===== config.mk =====
export PLATFORM = sky130hd
export DESIGN_NAME = apsts_status_hi
export DESIGN_NICKNAME = d
export VERILOG_FILES = /design/src/common/apsts_pkg.sv /design/src/common/apsts_hold_if.sv /design/src/rtl/apsts_hold_timer.sv /design/src/rtl/apsts_status_hi.sv /design/src/rtl/apsts_sync3.sv
export SDC_FILE = /design/constraint.sdc
export NUM_CORES = 1
export LEC_CHECK = 0
export BUFFER_PORTS_ARGS = -buffer_cell sky130_fd_sc_hd__buf_2
export CORE_AREA = 2 2 80 82
export CTS_CLUSTER_SIZE = 8
export DETAILED_ROUTE_END_ITERATION = 12
export DIE_AREA = 0 0 82 84
export PLACE_DENSITY = 0.77
export REMOVE_ABC_BUFFERS = 1
export SLEW_MARGIN = 20
export SYNTH_ARGS = -nofsm -noshare
export SYNTH_HDL_FRONTEND = slang
export SYNTH_SLANG_ARGS = --single-unit

===== constraint.sdc =====
create_clock -name mclk_i -period 3.1 [get_ports mclk_i]
set_input_delay 0.31 -clock mclk_i [delete_from_list [all_inputs] [get_ports mclk_i]]
set_output_delay 0.31 -clock mclk_i [all_outputs]
set_load 0.005 [all_outputs]

===== src/common/apsts_pkg.sv =====
// Constants for the second power-management status register block.
// Assumes a 100 MHz master clock and a 32.768 kHz standby time base.
package apsts_pkg;

    // ------------------------------------------------------------
    // Register map
    // ------------------------------------------------------------
    localparam int IO_ADDR_W = 12;
    localparam logic [11:0] STS_HI_OFFSET = 12'h001;
    localparam logic [7:0] STS_HI_RESET = 8'h00;
    // Readable bits: 0, 2, 3 and 7; bit 1 and bits 4 to 6 read zero
    localparam logic [7:0] STS_HI_RD_MASK = 8'h8D;

    localparam int BIT_BUTTON = 0;
    localparam int BIT_ALARM = 2;
    localparam int BIT_OVERRIDE = 3;
    localparam int BIT_WAKE = 7;

    // ------------------------------------------------------------
    // Timing
    // ------------------------------------------------------------
    localparam int CLK_HZ = 100_000_000;
    localparam int STBY_CLK_HZ = 32_768;
    localparam int HOLD_TIME_S = 4;
    localparam int STBY_DIV = CLK_HZ / STBY_CLK_HZ;
    localparam int HOLD_TICKS = HOLD_TIME_S * STBY_CLK_HZ;

    // ------------------------------------------------------------
    // System power state
    // ------------------------------------------------------------
    typedef enum logic [2:0] {
        ST_WORK = 3'b001,
        ST_SLEEP = 3'b010,
        ST_OFF = 3'b100
    } apsts_state_t;

endpackage : apsts_pkg


===== src/common/apsts_hold_if.sv =====
// Carrier between the status block and its override hold timer.
// Assumes both ends run on the same master clock.
`timescale 1ns/1ps
interface apsts_hold_if;
    logic btn_level;
    logic override_en;
    logic expired;

    modport timer (input btn_level, input override_en, output expired);
    modport ctrl (output btn_level, output override_en, input expired);
endinterface : apsts_hold_if


===== src/rtl/apsts_hold_timer.sv =====
// Power-button override hold timer on a divided standby time base.
// Assumes a synchronised button level on the carrier.
`timescale 1ns/1ps
module apsts_hold_timer #(
    parameter int DIV = 3051,
    parameter int TICKS = 131072
) (
    input wire logic mclk_i,
    input wire logic reset_i,
    apsts_hold_if.timer hold
);
    localparam int DW = $clog2(DIV + 1);
    localparam int TW = $clog2(TICKS + 2);

    generate
        if (DIV < 1 || TICKS < 1) begin : g_bad
            $error("apsts_hold_timer: DIV and TICKS must be at least 1");
        end
    endgenerate

    logic [DW-1:0] div_q;
    logic tick;
    logic [TW-1:0] cnt_q;
    logic fired_q;

    assign tick = (div_q == DW'(DIV - 1));

    always_ff @(posedge mclk_i) begin
        if (reset_i || tick) begin
            div_q <= '0;
        end else begin
            div_q <= div_q + DW'(1);
        end
    end

    // Restart from zero on release; fire once per hold
    always_ff @(posedge mclk_i) begin
        if (reset_i || !hold.btn_level || !hold.override_en) begin
            cnt_q <= '0;
            fired_q <= 1'b0;
            hold.expired <= 1'b0;
        end else begin
            hold.expired <= 1'b0;
            if (tick && !fired_q) begin
                cnt_q <= cnt_q + TW'(1);
            end
            // More than the hold time: one tick past the count
            if (!fired_q && cnt_q > TW'(TICKS)) begin
                fired_q <= 1'b1;
                hold.expired <= 1'b1;
            end
        end
    end
endmodule : apsts_hold_timer


===== src/rtl/apsts_status_hi.sv =====
// Second power-management status register with power sequencing.
// Assumes reset_i is the battery power-on reset and io strobes are one-cycle.
`timescale 1ns/1ps
module apsts_status_hi
    import apsts_pkg::*;
#(
    parameter int STBY_DIV_P = apsts_pkg::STBY_DIV,
    parameter int HOLD_TICKS_P = apsts_pkg::HOLD_TICKS
) (
    input wire logic mclk_i,
    input wire logic reset_i,
    input wire logic [apsts_pkg::IO_ADDR_W-1:0] pm_block_base_i,
    input wire logic [apsts_pkg::IO_ADDR_W-1:0] io_addr_i,
    input wire logic io_wr_i,
    input wire logic io_rd_i,
    input wire logic [7:0] io_wdata_i,
    output logic [7:0] io_rdata_o,
    input wire logic button_in_i,
    input wire logic standby_present_i,
    input wire logic alarm_i,
    input wire logic wake_event_i,
    input wire logic sleep_req_i,
    input wire logic button_event_enable_i,
    input wire logic alarm_event_enable_i,
    input wire logic override_enable_i,
    input wire logic alarm_memory_enable_i,
    input wire logic wake_source_select_i,
    output logic sci_o,
    output logic wake_pulse_o,
    output logic power_on_out_n_o,
    output logic power_on_oe_o,
    output logic working_o
);
    import apsts_pkg::*;

    // ------------------------------------------------------------
    // Input conditioning
    // ------------------------------------------------------------
    logic [1:0] pin_level;
    logic btn_lvl;
    logic stby_lvl;
    logic btn_prev_q;
    logic stby_prev_q;
    logic btn_rise;
    logic stby_rise;

    apsts_sync3 #(.WIDTH(2)) u_sync (
        .mclk_i(mclk_i),
        .reset_i(reset_i),
        .async_i({standby_present_i, button_in_i}),
        .level_o(pin_level)
    );

    assign btn_lvl = pin_level[0];
    assign stby_lvl = pin_level[1];
    assign btn_rise = btn_lvl && !btn_prev_q;
    assign stby_rise = stby_lvl && !stby_prev_q;

    always_ff @(posedge mclk_i) begin
        if (reset_i) begin
            btn_prev_q <= 1'b0;
            stby_prev_q <= 1'b0;
        end else begin
            btn_prev_q <= btn_lvl;
            stby_prev_q <= stby_lvl;
        end
    end

    // ------------------------------------------------------------
    // Override hold timer
    // ------------------------------------------------------------
    apsts_hold_if hold_if ();
    logic override_hit;

    assign hold_if.btn_level = btn_lvl;
    assign hold_if.override_en = override_enable_i;
    assign override_hit = hold_if.expired && override_enable_i;

    apsts_hold_timer #(.DIV(STBY_DIV_P), .TICKS(HOLD_TICKS_P)) u_hold (
        .mclk_i(mclk_i),
        .reset_i(reset_i),
        .hold(hold_if.timer)
    );

    // ------------------------------------------------------------
    // Power sequencing
    // ------------------------------------------------------------
    apsts_state_t state_q;
    logic pwr_on_q;
    logic pwr_prev_q;
    logic remember_q;
    logic mem_fire;
    logic asleep;
    logic wake_req;
    logic wake_set;

    assign asleep = (state_q != ST_WORK);
    assign mem_fire = remember_q && stby_rise;
    // Button always wakes, regardless of its event enable
    assign wake_req = (asleep && (btn_rise || wake_event_i)) || mem_fire;
    // Power-on falling edge, plus enabled wake events when selected
    assign wake_set = (asleep && pwr_on_q && !pwr_prev_q)
        || (asleep && wake_source_select_i && wake_event_i);

    // Remember an alarm seen while standby supply is missing
    always_ff @(posedge mclk_i) begin
        if (reset_i) begin
            remember_q <= 1'b0;
        end else if (alarm_i && !stby_lvl && alarm_memory_enable_i) begin
            remember_q <= 1'b1;
        end else if (stby_rise) begin
            remember_q <= 1'b0;
        end
    end

    // Override wins over a simultaneous wake request
    always_ff @(posedge mclk_i) begin
        if (reset_i) begin
            pwr_on_q <= 1'b0;
        end else if (override_hit) begin
            pwr_on_q <= 1'b0;
        end else if (wake_req) begin
            pwr_on_q <= 1'b1;
        end else if (sleep_req_i && !asleep) begin
            pwr_on_q <= 1'b0;
        end
    end

    always_ff @(posedge mclk_i) begin
        if (reset_i) begin
            pwr_prev_q <= 1'b0;
        end else begin
            pwr_prev_q <= pwr_on_q;
        end
    end

    always_ff @(posedge mclk_i) begin
        if (reset_i) begin
            state_q <= ST_OFF;
        end else if (override_hit) begin
            state_q <= ST_OFF;
        end else begin
            unique case (state_q)
                ST_WORK: begin
                    if (sleep_req_i) begin
                        state_q <= ST_SLEEP;
                    end
                end
                ST_SLEEP, ST_OFF: begin
                    if (wake_set) begin
                        state_q <= ST_WORK;
                    end
                end
                default: begin
                    state_q <= ST_OFF;
                end
            endcase
        end
    end

    // ------------------------------------------------------------
    // Status flags
    // ------------------------------------------------------------
    logic wr_hit;
    logic rd_hit;
    logic [7:0] clr;
    logic btn_flag_q;
    logic alarm_flag_q;
    logic ovr_flag_q;
    logic wake_flag_q;
    logic [7:0] sts_view;

    assign wr_hit = io_wr_i && (io_addr_i == pm_block_base_i + STS_HI_OFFSET);
    assign rd_hit = io_rd_i && (io_addr_i == pm_block_base_i + STS_HI_OFFSET);
    // Reserved bits are masked off, so stray ones there are harmless
    assign clr = wr_hit ? (io_wdata_i & STS_HI_RD_MASK) : 8'h00;

    // Set beats clear; override clear beats both
    always_ff @(posedge mclk_i) begin
        if (reset_i) begin
            btn_flag_q <= STS_HI_RESET[BIT_BUTTON];
        end else if (override_hit) begin
            btn_flag_q <= 1'b0;
        end else if (btn_rise) begin
            btn_flag_q <= 1'b1;
        end else if (clr[BIT_BUTTON]) begin
            btn_flag_q <= 1'b0;
        end
    end

    always_ff @(posedge mclk_i) begin
        if (reset_i) begin
            alarm_flag_q <= STS_HI_RESET[BIT_ALARM];
        end else if (alarm_i) begin
            alarm_flag_q <= 1'b1;
        end else if (clr[BIT_ALARM]) begin
            alarm_flag_q <= 1'b0;
        end
    end

    always_ff @(posedge mclk_i) begin
        if (reset_i) begin
            ovr_flag_q <= STS_HI_RESET[BIT_OVERRIDE];
        end else if (override_hit) begin
            ovr_flag_q <= 1'b1;
        end else if (clr[BIT_OVERRIDE]) begin
            ovr_flag_q <= 1'b0;
        end
    end

    // Clearing only counts while power-on is driven low
    always_ff @(posedge mclk_i) begin
        if (reset_i) begin
            wake_flag_q <= STS_HI_RESET[BIT_WAKE];
        end else if (wake_set) begin
            wake_flag_q <= 1'b1;
        end else if (clr[BIT_WAKE] && pwr_on_q) begin
            wake_flag_q <= 1'b0;
        end
    end

    always_comb begin
        sts_view = 8'h00;
        sts_view[BIT_BUTTON] = btn_flag_q;
        sts_view[BIT_ALARM] = alarm_flag_q;
        sts_view[BIT_OVERRIDE] = ovr_flag_q;
        sts_view[BIT_WAKE] = wake_flag_q;
    end

    // ------------------------------------------------------------
    // Outputs
    // ------------------------------------------------------------
    always_ff @(posedge mclk_i) begin
        if (reset_i) begin
            io_rdata_o <= 8'h00;
        end else if (rd_hit) begin
            io_rdata_o <= sts_view & STS_HI_RD_MASK;
        end else begin
            io_rdata_o <= 8'h00;
        end
    end

    always_ff @(posedge mclk_i) begin
        if (reset_i) begin
            sci_o <= 1'b0;
        end else begin
            sci_o <= (!asleep && button_event_enable_i && btn_flag_q)
                || (alarm_event_enable_i && alarm_flag_q);
        end
    end

    // Open-drain: drive low while on, float while off
    always_ff @(posedge mclk_i) begin
        if (reset_i) begin
            power_on_out_n_o <= 1'b0;
            power_on_oe_o <= 1'b0;
            wake_pulse_o <= 1'b0;
            working_o <= 1'b0;
        end else begin
            power_on_out_n_o <= 1'b0;
            power_on_oe_o <= pwr_on_q;
            wake_pulse_o <= wake_req;
            working_o <= !asleep;
        end
    end
endmodule : apsts_status_hi


===== src/rtl/apsts_sync3.sv =====
// Three-stage input synchroniser with agreement filter.
// Assumes inputs are asynchronous to mclk_i.
`timescale 1ns/1ps
module apsts_sync3 #(
    parameter int WIDTH = 1
) (
    input wire logic mclk_i,
    input wire logic reset_i,
    input wire logic [WIDTH-1:0] async_i,
    output logic [WIDTH-1:0] level_o
);
    logic [WIDTH-1:0] s1_q;
    logic [WIDTH-1:0] s2_q;
    logic [WIDTH-1:0] s3_q;

    always_ff @(posedge mclk_i) begin
        if (reset_i) begin
            s1_q <= '0;
            s2_q <= '0;
            s3_q <= '0;
        end else begin
            s1_q <= async_i;
            s2_q <= s1_q;
            s3_q <= s2_q;
        end
    end

    // Output follows only once the last two stages agree
    always_ff @(posedge mclk_i) begin
        if (reset_i) begin
            level_o <= '0;
        end else begin
            for (int i = 0; i < WIDTH; i++) begin
                if (s2_q[i] == s3_q[i]) begin
                    level_o[i] <= s3_q[i];
                end
            end
        end
    end
endmodule : apsts_sync3


# == After elaboration in Yosys (flattened, before gate mapping) ==
# Index checks and enable logic that the tools add are counted.
# word_totals
reg_bits,63
out_inout_bits,13
elab_cells,101
# op_classes
add_sub_neg,3
order_cmp,1
eq_ne,10
mux,17
n_bitwise,1
n_reduce_logical,45
# ops
cell,n
"adder 12 x 1 -> 12 bit, second input constant",2
logical AND 1 bit,20
"adder 18 x 1 -> 18 bit, second input constant",1
"> comparator 18 bit, second input constant",1
two-way mux 1 bit,13
== test 12 bit,1
"== test 12 bit, second input constant",1
nonzero test 2 bit,6
zero test 1 bit,8
two-way mux 8 bit,1
logical OR 1 bit,7
two-way mux 3 bit,2
case mux 3 bit (2 select lines),1
OR reduction 2 bit,3
"inequality test 2 bit, second input constant",2
"== test 3 x 1 -> 1 bit, second input constant",1
"== test 3 x 2 -> 1 bit, second input constant",1
"== test 3 bit, second input constant",1
"inequality test 3 x 1 -> 1 bit, second input constant",1
== test 1 bit,2
AND reduction 2 bit,1
inverter 1 bit,1

# == Depth between registers and ports, before layout ==
# Gate-level depths: netlist (run 1).
# logic_depth
depth_word,7
depth_mapped,9
mapped_depth_nobuf,7

# == Hierarchy ==
# From an unflattened synthesis (run 1), not the netlist that was laid out.
# hier_totals
cells_unflattened,344
hier_area_um2,2954.1
# by_module_without_submodules
module,n_inst,cells_each,area_per_inst_um2,seq_area_each_um2
apsts_hold_timer,1,178,1547.7,640.6
apsts_status_hi,1,146,1178.6,380.4
apsts_sync3,1,20,227.7,160.2

# == Least setup slack after synthesis (run 1) ==
# No wires, ideal clock.
# synth_path
path_kind,register to register
startpoint,register u_hold.div_q[6]
endpoint,register u_hold.cnt_q[17]
setup_time_ns,0.071
arrival_time_ns,2.082
t_required_ns,3.029
slack_ns,0.948
path_stages_with_launch,7
path_buffers,1
synth_period_minus_slack_ns,2.152
cell_sequence,dfxtp_1 nand4_1 or4_1 buf_2 or4_4 or4_1 a21oi_1
# synth_via
elab_chain_len,2
# synth_rtl
element,line,source
from (decl),apsts_hold_timer.sv:21,logic [DW-1:0] div_q;
from (signal assigned),apsts_hold_timer.sv:32,div_q <= div_q + DW'(1);
== test 12 bit,apsts_hold_timer.sv:26,assign tick = (div_q == DW'(DIV - 1));
logical AND 1 bit,apsts_hold_timer.sv:44,if (tick && !fired_q) begin
to (signal assigned),apsts_hold_timer.sv:45,cnt_q <= cnt_q + TW'(1);
to (decl),apsts_hold_timer.sv:23,logic [TW-1:0] cnt_q;
# Every way passes these cells.
# A chain may end at the register's enable or synchronous reset.

# == Worst setup path after layout (run 1) ==
# Same ends and word-level chain as after synthesis.

==> results of run 1 <==
[metal layers]
| layer | GRT usage [%] | part of all wire, % | up-vias |
|---|---|---|---|
| li1 | - | - | 1301 |
| met1 | 21.9 | 43 | 1212 |
| met2 | 33.1 | 48 | 87 |
| met4 | 6.06 | 1.3 | 0 |
| met3 | 5.41 | 7.6 | 10 |
| met5 | 0 | 0 | - |
[power breakdown]
| part | switching, mW | leakage [nW] | internal (mW) |
|---|---|---|---|
| Sequential | 0.0112 | 0.479 | 0.774 |
| Clock | 0.295 | 0.120 | 0.553 |
| Combinational | 0.0735 | 0.732 | 0.0642 |
| Total | 0.379 | 1.33 | 1.39 |
[registers in the layout, summed over array words and instances, names as in the netlist]
register / cells
u_hold.cnt_q: 18
u_hold.div_q: 12
io_rdata_o: 4
state_q: 3
u_sync.level_o: 2
u_sync.s1_q: 2
u_sync.s2_q: 2
u_sync.s3_q: 2
alarm_flag_q: 1
btn_flag_q: 1
btn_prev_q: 1
ovr_flag_q: 1
power_on_oe_o: 1
pwr_on_q: 1
remember_q: 1
sci_o: 1
stby_prev_q: 1
u_hold.fired_q: 1
u_hold.hold.expired: 1
wake_flag_q: 1
wake_pulse_o: 1
working_o: 1
[worst max-delay path, stage by stage, from the launching register on]
cell and delay, ps:
dfxtp_1 430, nand4_1 150, or4_1 660, or4_4 500
or4_1 430, a21oi_1 150
[metrics by stage]
step | power (mW) | utilization, % | instances | cell area (um2) | hold slack (ps)
global route | 1.83 | 56.7 | 473 | 3450 | 229
finish | 1.77 | 56.7 | 473 | 3450 | 184
global placement | 0.931 | 52.7 | 458 | 3210 | 417
floorplan | 0.876 | - | 332 | 2870 | 377
detailed placement | 0.936 | 52.7 | 458 | 3210 | 427
CTS | 1.78 | 56.7 | 473 | 3450 | 181
[logic make-up (layout without fill, tap and decap cells)]
family          count (synthesis)  in the layout
fa+ha+maj                       5              5
simple gates                  161            161
buf+inv                        29             78
mux                             1              1
flops                          59             59
compound gates                 51             51
xor+xnor                       36             36
other cells                     1              5
[layout make-up]
class,count,share of cell area [%]
Multi-Input combinational cell,259,47.4
Tap cell,77,2.79
Sequential cell,59,34.2
Inverter,14,1.52
Clock buffer,11,4.09
Timing Repair Buffer,49,7.10
Clock inverter,4,2.86
[cells in the final DEF (no fill, tap or decap), types with 2 or more instances in the layout]
| master | count |
|---|---|
| a31oi_1 | 2 |
| or2_2 | 2 |
| nand3b_1 | 3 |
| xor2_1 | 14 |
| inv_1 | 14 |
| a311oi_1 | 2 |
| xnor2_1 | 20 |
| bufinv_16 | 3 |
| and3_1 | 8 |
| o31ai_1 | 2 |
| o21bai_1 | 2 |
| nand3_1 | 17 |
| a21o_1 | 2 |
| nor4_1 | 14 |
| ha_1 | 5 |
| and4_1 | 5 |
| and2_1 | 5 |
| xnor3_1 | 2 |
| nand2_1 | 25 |
| a22oi_1 | 2 |
| nand2b_1 | 5 |
| o21ai_0 | 12 |
| a31o_2 | 2 |
| nor2b_1 | 13 |
| dfxtp_1 | 59 |
| conb_1 | 5 |
| nand4_1 | 9 |
| nor3_1 | 7 |
| buf_2 | 49 |
| a21oi_1 | 18 |
| clkbuf_8 | 10 |
| or3_1 | 5 |
| nor2_1 | 30 |
| nor4b_1 | 3 |
| or4_1 | 4 |
[worst paths after layout]
check | endpoint | slack, ps
worst max register to register | u_hold.cnt_q[17]$_SDFFE_PP0P_ | 720
worst min register to register | u_sync.s2_q[1]$_SDFF_PP0_ | 440
worst max-delay path | u_hold.cnt_q[17]$_SDFFE_PP0P_ | 720
worst min-delay path | u_sync.s1_q[1]$_SDFF_PP0_ | 180
==> metrics.cfg, run 1 <==
[worst_setup_path]
startpoint_type=flip-flop
cp-end-kind=flip-flop
crit_type=reg2reg
critPathMaxFanout=6
critPathArrivalTime_ps=2650
r2r_cells=5
required_ps=3360
r2r-start=u_hold.div_q[6]$_SDFF_PP0_
crit_start=u_hold.div_q[6]$_SDFF_PP0_

[placed_design]
post-place-ws_ps=757
port_buffers=49
dp_hpwl_mm=4.31
gp_congestion=0.785

[timing]
relSlewSlack_pct=57.1
setup_viol=0
final.setup.worst_slack_ps=717
worst_pin_slew_ps=636
hold_viol=0
slew_violations=0
fin_crit_sh_pct=76.9
period_minus_slack_ps=2380
finalClockSkew_ps=6.66
setup_tns_ps=0
grt_setup_unrepaired=no
fmax_mhz=420

[final_layout]
drive_gt1_share_pct=17.9
fill_cells=553
nNetsFinal=443
antenna_cells=0
area_delta_synth_final_pct=17.7
multiInputGateArea_um2=1640
final-seq-area_um2=1180

[pwr]
ir_drop_mv=0.414
power_density_nw_per_um2=513
p_leak_nw=1.33

[logic_synthesis]
ys_async_sr_fraction_pct=0
synth_xor_area_share_pct=11.7
synth_ff_type=dfxtp_1
yosys_warnings=0
yosys.cell_count.top_type=dfxtp_1
synth_top_area_share_pct=40.3
synth_area_leader_cell=dfxtp_1
synth.distinct_cells=50
synth_top_family_by_area=simple AND/OR/NAND/NOR gates
synth_commonest_cells=59 x dfxtp_1, 30 x nor2_1, 25 x nand2_1, 20 x xnor2_1, 18 x a21oi_1
synth_fa_ha_area_share_pct=2.13
syn_area_per_cell_um2=8.55
yosys.area_share.simple_pct=30.2
syn_area_um2=2930
muxShareOfSynthArea_pct=0.341
postSynthRegisterBits=59
synth_cells=343
synth-compound-area-share_pct=10.8
synth-edff-count=0
ys_top_cells_by_area=dfxtp_1 40%, xnor2_1 6.0%, xor2_1 4.2%, nor2_1 3.8%, nand2_1 3.2%
yosysSeqAreaShare_pct=40.3

[cts]
cts_root_buffer=clkbuf_8
cts_tree=done
htreeDepth=3
clkTransAtPathRegs_ps=70
cts_setup_buffers=0
cts_buffers=9
cts.repair.resized=0
clk_path_buf_depth=2
cts_hold_buf=0
clkSinkCount=59
clk_latency_ps=340

[route]
initialDrtViolationCount=108
drc_errors=0
wire_per_inst_um=13.0
route.vias.total=2610
via_per_inst=5.52
wirelength_mm=6.15
postRouteAntennaNets=0
first_pass_iters=5

[global_routing]
overflow=0
grt_start_max_net_pins=23
grt_pass1_wl_mm=10.5
grt_use_total_pct=19.0
grt_pass1_vias=2459
antenna_found_initial=0

[floorplan]
die_x_um=82
io_pins=59
die_height_um=84
dieArea_um2=6890
start_util_pct=48.1
rows=29
core_um2=6100

[run]
max-cap-violations=0

[outcome]
status=finished, final reports clean

[worst_hold_path]
hold_class=in2reg
min_path_cells=2
min-delay-start=standby_present_i

No activity file was read; power rests on OpenSTA's default activity.
==> inputs of run 2 (changes only) <==
--- a/config.mk
+++ b/config.mk
@@ -5,12 +5,13 @@
 export SDC_FILE = /design/constraint.sdc
 export NUM_CORES = 1
 export LEC_CHECK = 0
+export ABC_AREA = 1
 export BUFFER_PORTS_ARGS = -buffer_cell sky130_fd_sc_hd__buf_2
-export CORE_AREA = 2 2 80 82
+export CORE_AREA = 2 2 82 84
 export CTS_CLUSTER_SIZE = 8
 export DETAILED_ROUTE_END_ITERATION = 12
-export DIE_AREA = 0 0 82 84
-export PLACE_DENSITY = 0.77
+export DIE_AREA = 0 0 84 86
+export PLACE_DENSITY = 0.79
 export REMOVE_ABC_BUFFERS = 1
 export SLEW_MARGIN = 20
 export SYNTH_ARGS = -nofsm -noshare
==> constraint.sdc (replaced) <==
create_clock -name mclk_i -period 1.93 [get_ports mclk_i]
set_input_delay 0.193 -clock mclk_i [delete_from_list [all_inputs] [get_ports mclk_i]]
set_output_delay 0.193 -clock mclk_i [all_outputs]
set_load 0.005 [all_outputs]
==> run 2 against run 1 <==
  * Setup slack got worse by 530 ps
  * Highest routed layer unchanged
  * Critical path depth increased by 6
  * First-iteration DRC count increased by 28%
  * Non-clock buffer count increased by 2
  * Combinational power rose by 65%
  * Global-route usage up 0.18 points
  * Sequential cell count unchanged
  * Sequential share of layout area decreased by 1.4 points
  * Clock power rose by 33%
  * Sequential power rose by 62%
  * Critical endpoint is now u_hold.cnt_q[14]$_SDFFE_PP0P_
  * Largest cell class unchanged
==> metrics.cfg, run 2 <==
[cts]
htreeDepth=3  ; unchanged
clkTransAtPathRegs_ps=70  ; about the same
clk_latency_ps=340  ; about the same
clk_path_buf_depth=2  ; unchanged
clkSinkCount=59  ; unchanged
cts_root_buffer=clkbuf_8
cts_buffers=9  ; unchanged
cts_tree=done

[timing]
setup_viol=0  ; unchanged
fmax_mhz=573  ; +36%
hold_viol=0  ; unchanged
slew_violations=0  ; unchanged
final.setup.worst_slack_ps=184  ; -533 ps
period_minus_slack_ps=1750  ; -637 ps
finalClockSkew_ps=10.6  ; +3.97 ps
grt_setup_unrepaired=no
whs_ps=58.5  ; -125 ps
fin_crit_sh_pct=90.5  ; +14 points
setup_tns_ps=0  ; unchanged

[worst_setup_path]
startpoint_type=flip-flop
critPathArrivalTime_ps=1980  ; -670 ps
critPathMaxFanout=7  ; +1
required_ps=2160  ; -1200 ps
crit_family=simple AND/OR/NAND/NOR gates
crit_chain=inv_1 > ha_1 > nand2_1 > nor2_4 > nand4_4 > nor2_8 > nand2_2 > inv_2 > nand3b_2 > nor3_1 > nor3_2
r2r-start=u_hold.div_q[0]$_SDFF_PP0_
critical_path.slowest_cell=dfxtp_1
crit_start=u_hold.div_q[0]$_SDFF_PP0_
max_stage_delay_ps=330  ; -330 ps
crit_type=reg2reg
path_buf_inv=2  ; +2
cp-end-kind=flip-flop

[placed_design]
dp_cells=550  ; +20%
port_buffers=49  ; unchanged
dp_hpwl_mm=4.69  ; +8.7%
gp_congestion=0.828  ; +5.4%
post-place-ws_ps=167  ; -591 ps

[global_routing]
grt_pass1_vias=2656  ; +8.0%
overflow=0  ; unchanged
antenna_found_initial=0  ; unchanged
grt_pass1_wl_mm=11.3  ; +8.4%
grt_use_total_pct=19.2  ; +0.18 points
grt_start_max_net_pins=16  ; -30%

[pwr]
ir_drop_mv=0.726  ; +75%
p_leak_nw=1.53  ; +15%
clock_power_share_pct=43.0  ; -4.9 points
p_sw_mw=0.676  ; +78%
power_density_nw_per_um2=728  ; +42%
internal_power_mw=1.95  ; +40%
p_sw_share_pct=25.8  ; +4.4 points
combPwrFrac_pct=8.7  ; +0.9 points
power_mw=2.62  ; +48%
p_seq_share_pct=48.4  ; +4.1 points

[logic_synthesis]
yosys_warnings=0  ; unchanged
ys_async_sr_fraction_pct=0  ; unchanged
synth_area_leader_cell=dfxtp_1
synth-edff-count=0  ; unchanged
synth.distinct_cells=38  ; -24%
syn_area_um2=3070  ; +4.6%
postSynthRegisterBits=59  ; unchanged
synth_cells=426  ; +24%
yosysSeqAreaShare_pct=38.5  ; -1.8 points
synth_ff_type=dfxtp_1
synth_top_area_share_pct=38.5  ; -1.8 points
syn_area_per_cell_um2=7.20  ; -16%
yosys.cell_count.top_type=nand2_1
ys_top_cells_by_area=dfxtp_1 38%, nand2_1 11%, inv_1 7.8%, nor2_1 5.6%, a21oi_1 4.7%
synth_commonest_cells=92 x nand2_1, 64 x inv_1, 59 x dfxtp_1, 46 x nor2_1, 29 x a21oi_1

[final_layout]
largest_register_ffs=18  ; unchanged
finalNonFillerCells=566  ; +20%
nNetsFinal=535  ; +21%
final_cell_mix=92 x nand2_1, 64 x inv_1, 59 x dfxtp_1, 49 x buf_2, 46 x nor2_1
fill_cells=575  ; +4.0%
area_delta_synth_final_pct=17.4
largestRegisters=u_hold.cnt_q: 18 flops, u_hold.div_q: 12 flops, io_rdata_o: 4 flops
final_common_cell=nand2_1
antenna_cells=0  ; unchanged
regMostFlops=u_hold.cnt_q
drive_gt1_share_pct=20.2  ; +2.3 points

[route]
postRouteAntennaNets=0  ; unchanged
via_per_inst=5.05  ; -8.6%
wire_per_inst_um=11.2  ; -14%
initialDrtViolationCount=138  ; +28%
drc_errors=0  ; unchanged
wirelength_mm=6.36  ; +3.5%
route.vias.total=2856  ; +9.4%
first_pass_iters=4  ; -1

[floorplan]
die_x_um=84  ; +2.4%
dieArea_um2=7220  ; +4.9%
rows=29  ; unchanged
io_pins=59  ; unchanged
die_height_um=86  ; +2.4%
start_util_pct=48.9  ; +0.76 points
core_um2=6280  ; +3.0%

[outcome]
status=finished, final reports clean

[worst_hold_path]
min-delay-start=button_in_i
hold_class=in2reg

[run]
max-cap-violations=0  ; unchanged

## run 2: layer usage
metal / track usage (%) / wire [um]
met5: 0 / 0
met4: 5.28 / 81
met3: 6.83 / 332
met2: 33.5 / 3070
met1: 22.4 / 2880
## run 2: worst reg2reg max path, stage by stage, from the launching register on
cell and delay, ps:
dfxtp_1 330, inv_1 60, ha_1 160, nand2_1 90
nor2_4 130, nand4_4 150, nor2_8 180, nand2_2 90
inv_2 80, nand3b_2 110, nor3_1 200, nor3_2 70
## run 2: path summary, 6_finish.rpt
path	endpoint	slack, ps	cells past startpoint
min reg2reg	u_sync.s2_q[1]$_SDFF_PP0_	420	2
min	u_sync.s1_q[0]$_SDFF_PP0_	60	3
max	u_hold.cnt_q[14]$_SDFFE_PP0P_	180	11
max reg2reg	u_hold.cnt_q[14]$_SDFFE_PP0P_	180	11
## run 2: kinds of logic after synthesis
family,Yosys count,share of synthesized area [%]
compound gates,48,8.61
flops,59,38.5
buf+inv,74,9.71
simple gates,226,37.3
fa+ha+maj,5,2.04
other cells,1,0.122
xor+xnor,13,3.71
## run 2: layout make-up
| class | instances | area (um2) | area share (%) |
|---|---|---|---|
| well taps | 77 | 96.3 | 2.68 |
| flip-flops and latches | 59 | 1180 | 32.8 |
| clock inverters | 7 | 77.6 | 2.15 |
| inverters | 66 | 248 | 6.88 |
| repair buffers | 51 | 260 | 7.23 |
| clock buffers | 9 | 124 | 3.44 |
| multi-input cells | 297 | 1610 | 44.8 |
## run 2: per-stage QoR
stage / instance area (um2) / utilization (%)
3_3_place_gp: 3390 / 54.0
4_1_cts: 3590 / 57.2
3_5_place_dp: 3390 / 54.0
6_report: 3600 / 57.4
2_1_floorplan: 3030 / -
5_1_grt: 3600 / 57.4
## run 2: timing repair
action / CTS / global route
hold buffers: 0 / 0
endpoints found under the setup margin: 0 / 2
setup buffers: 0 / 0
resized for setup: 0 / 2
## run 2: power groups by stage
stage,combinational (mW),sequential [mW],clock (mW)
finish,0.228,1.27,1.13
global route,0.264,1.27,1.21
CTS,0.228,1.27,1.15
detailed placement,0.224,1.29,0
global placement,0.215,1.29,0
floorplan,0.136,1.29,0
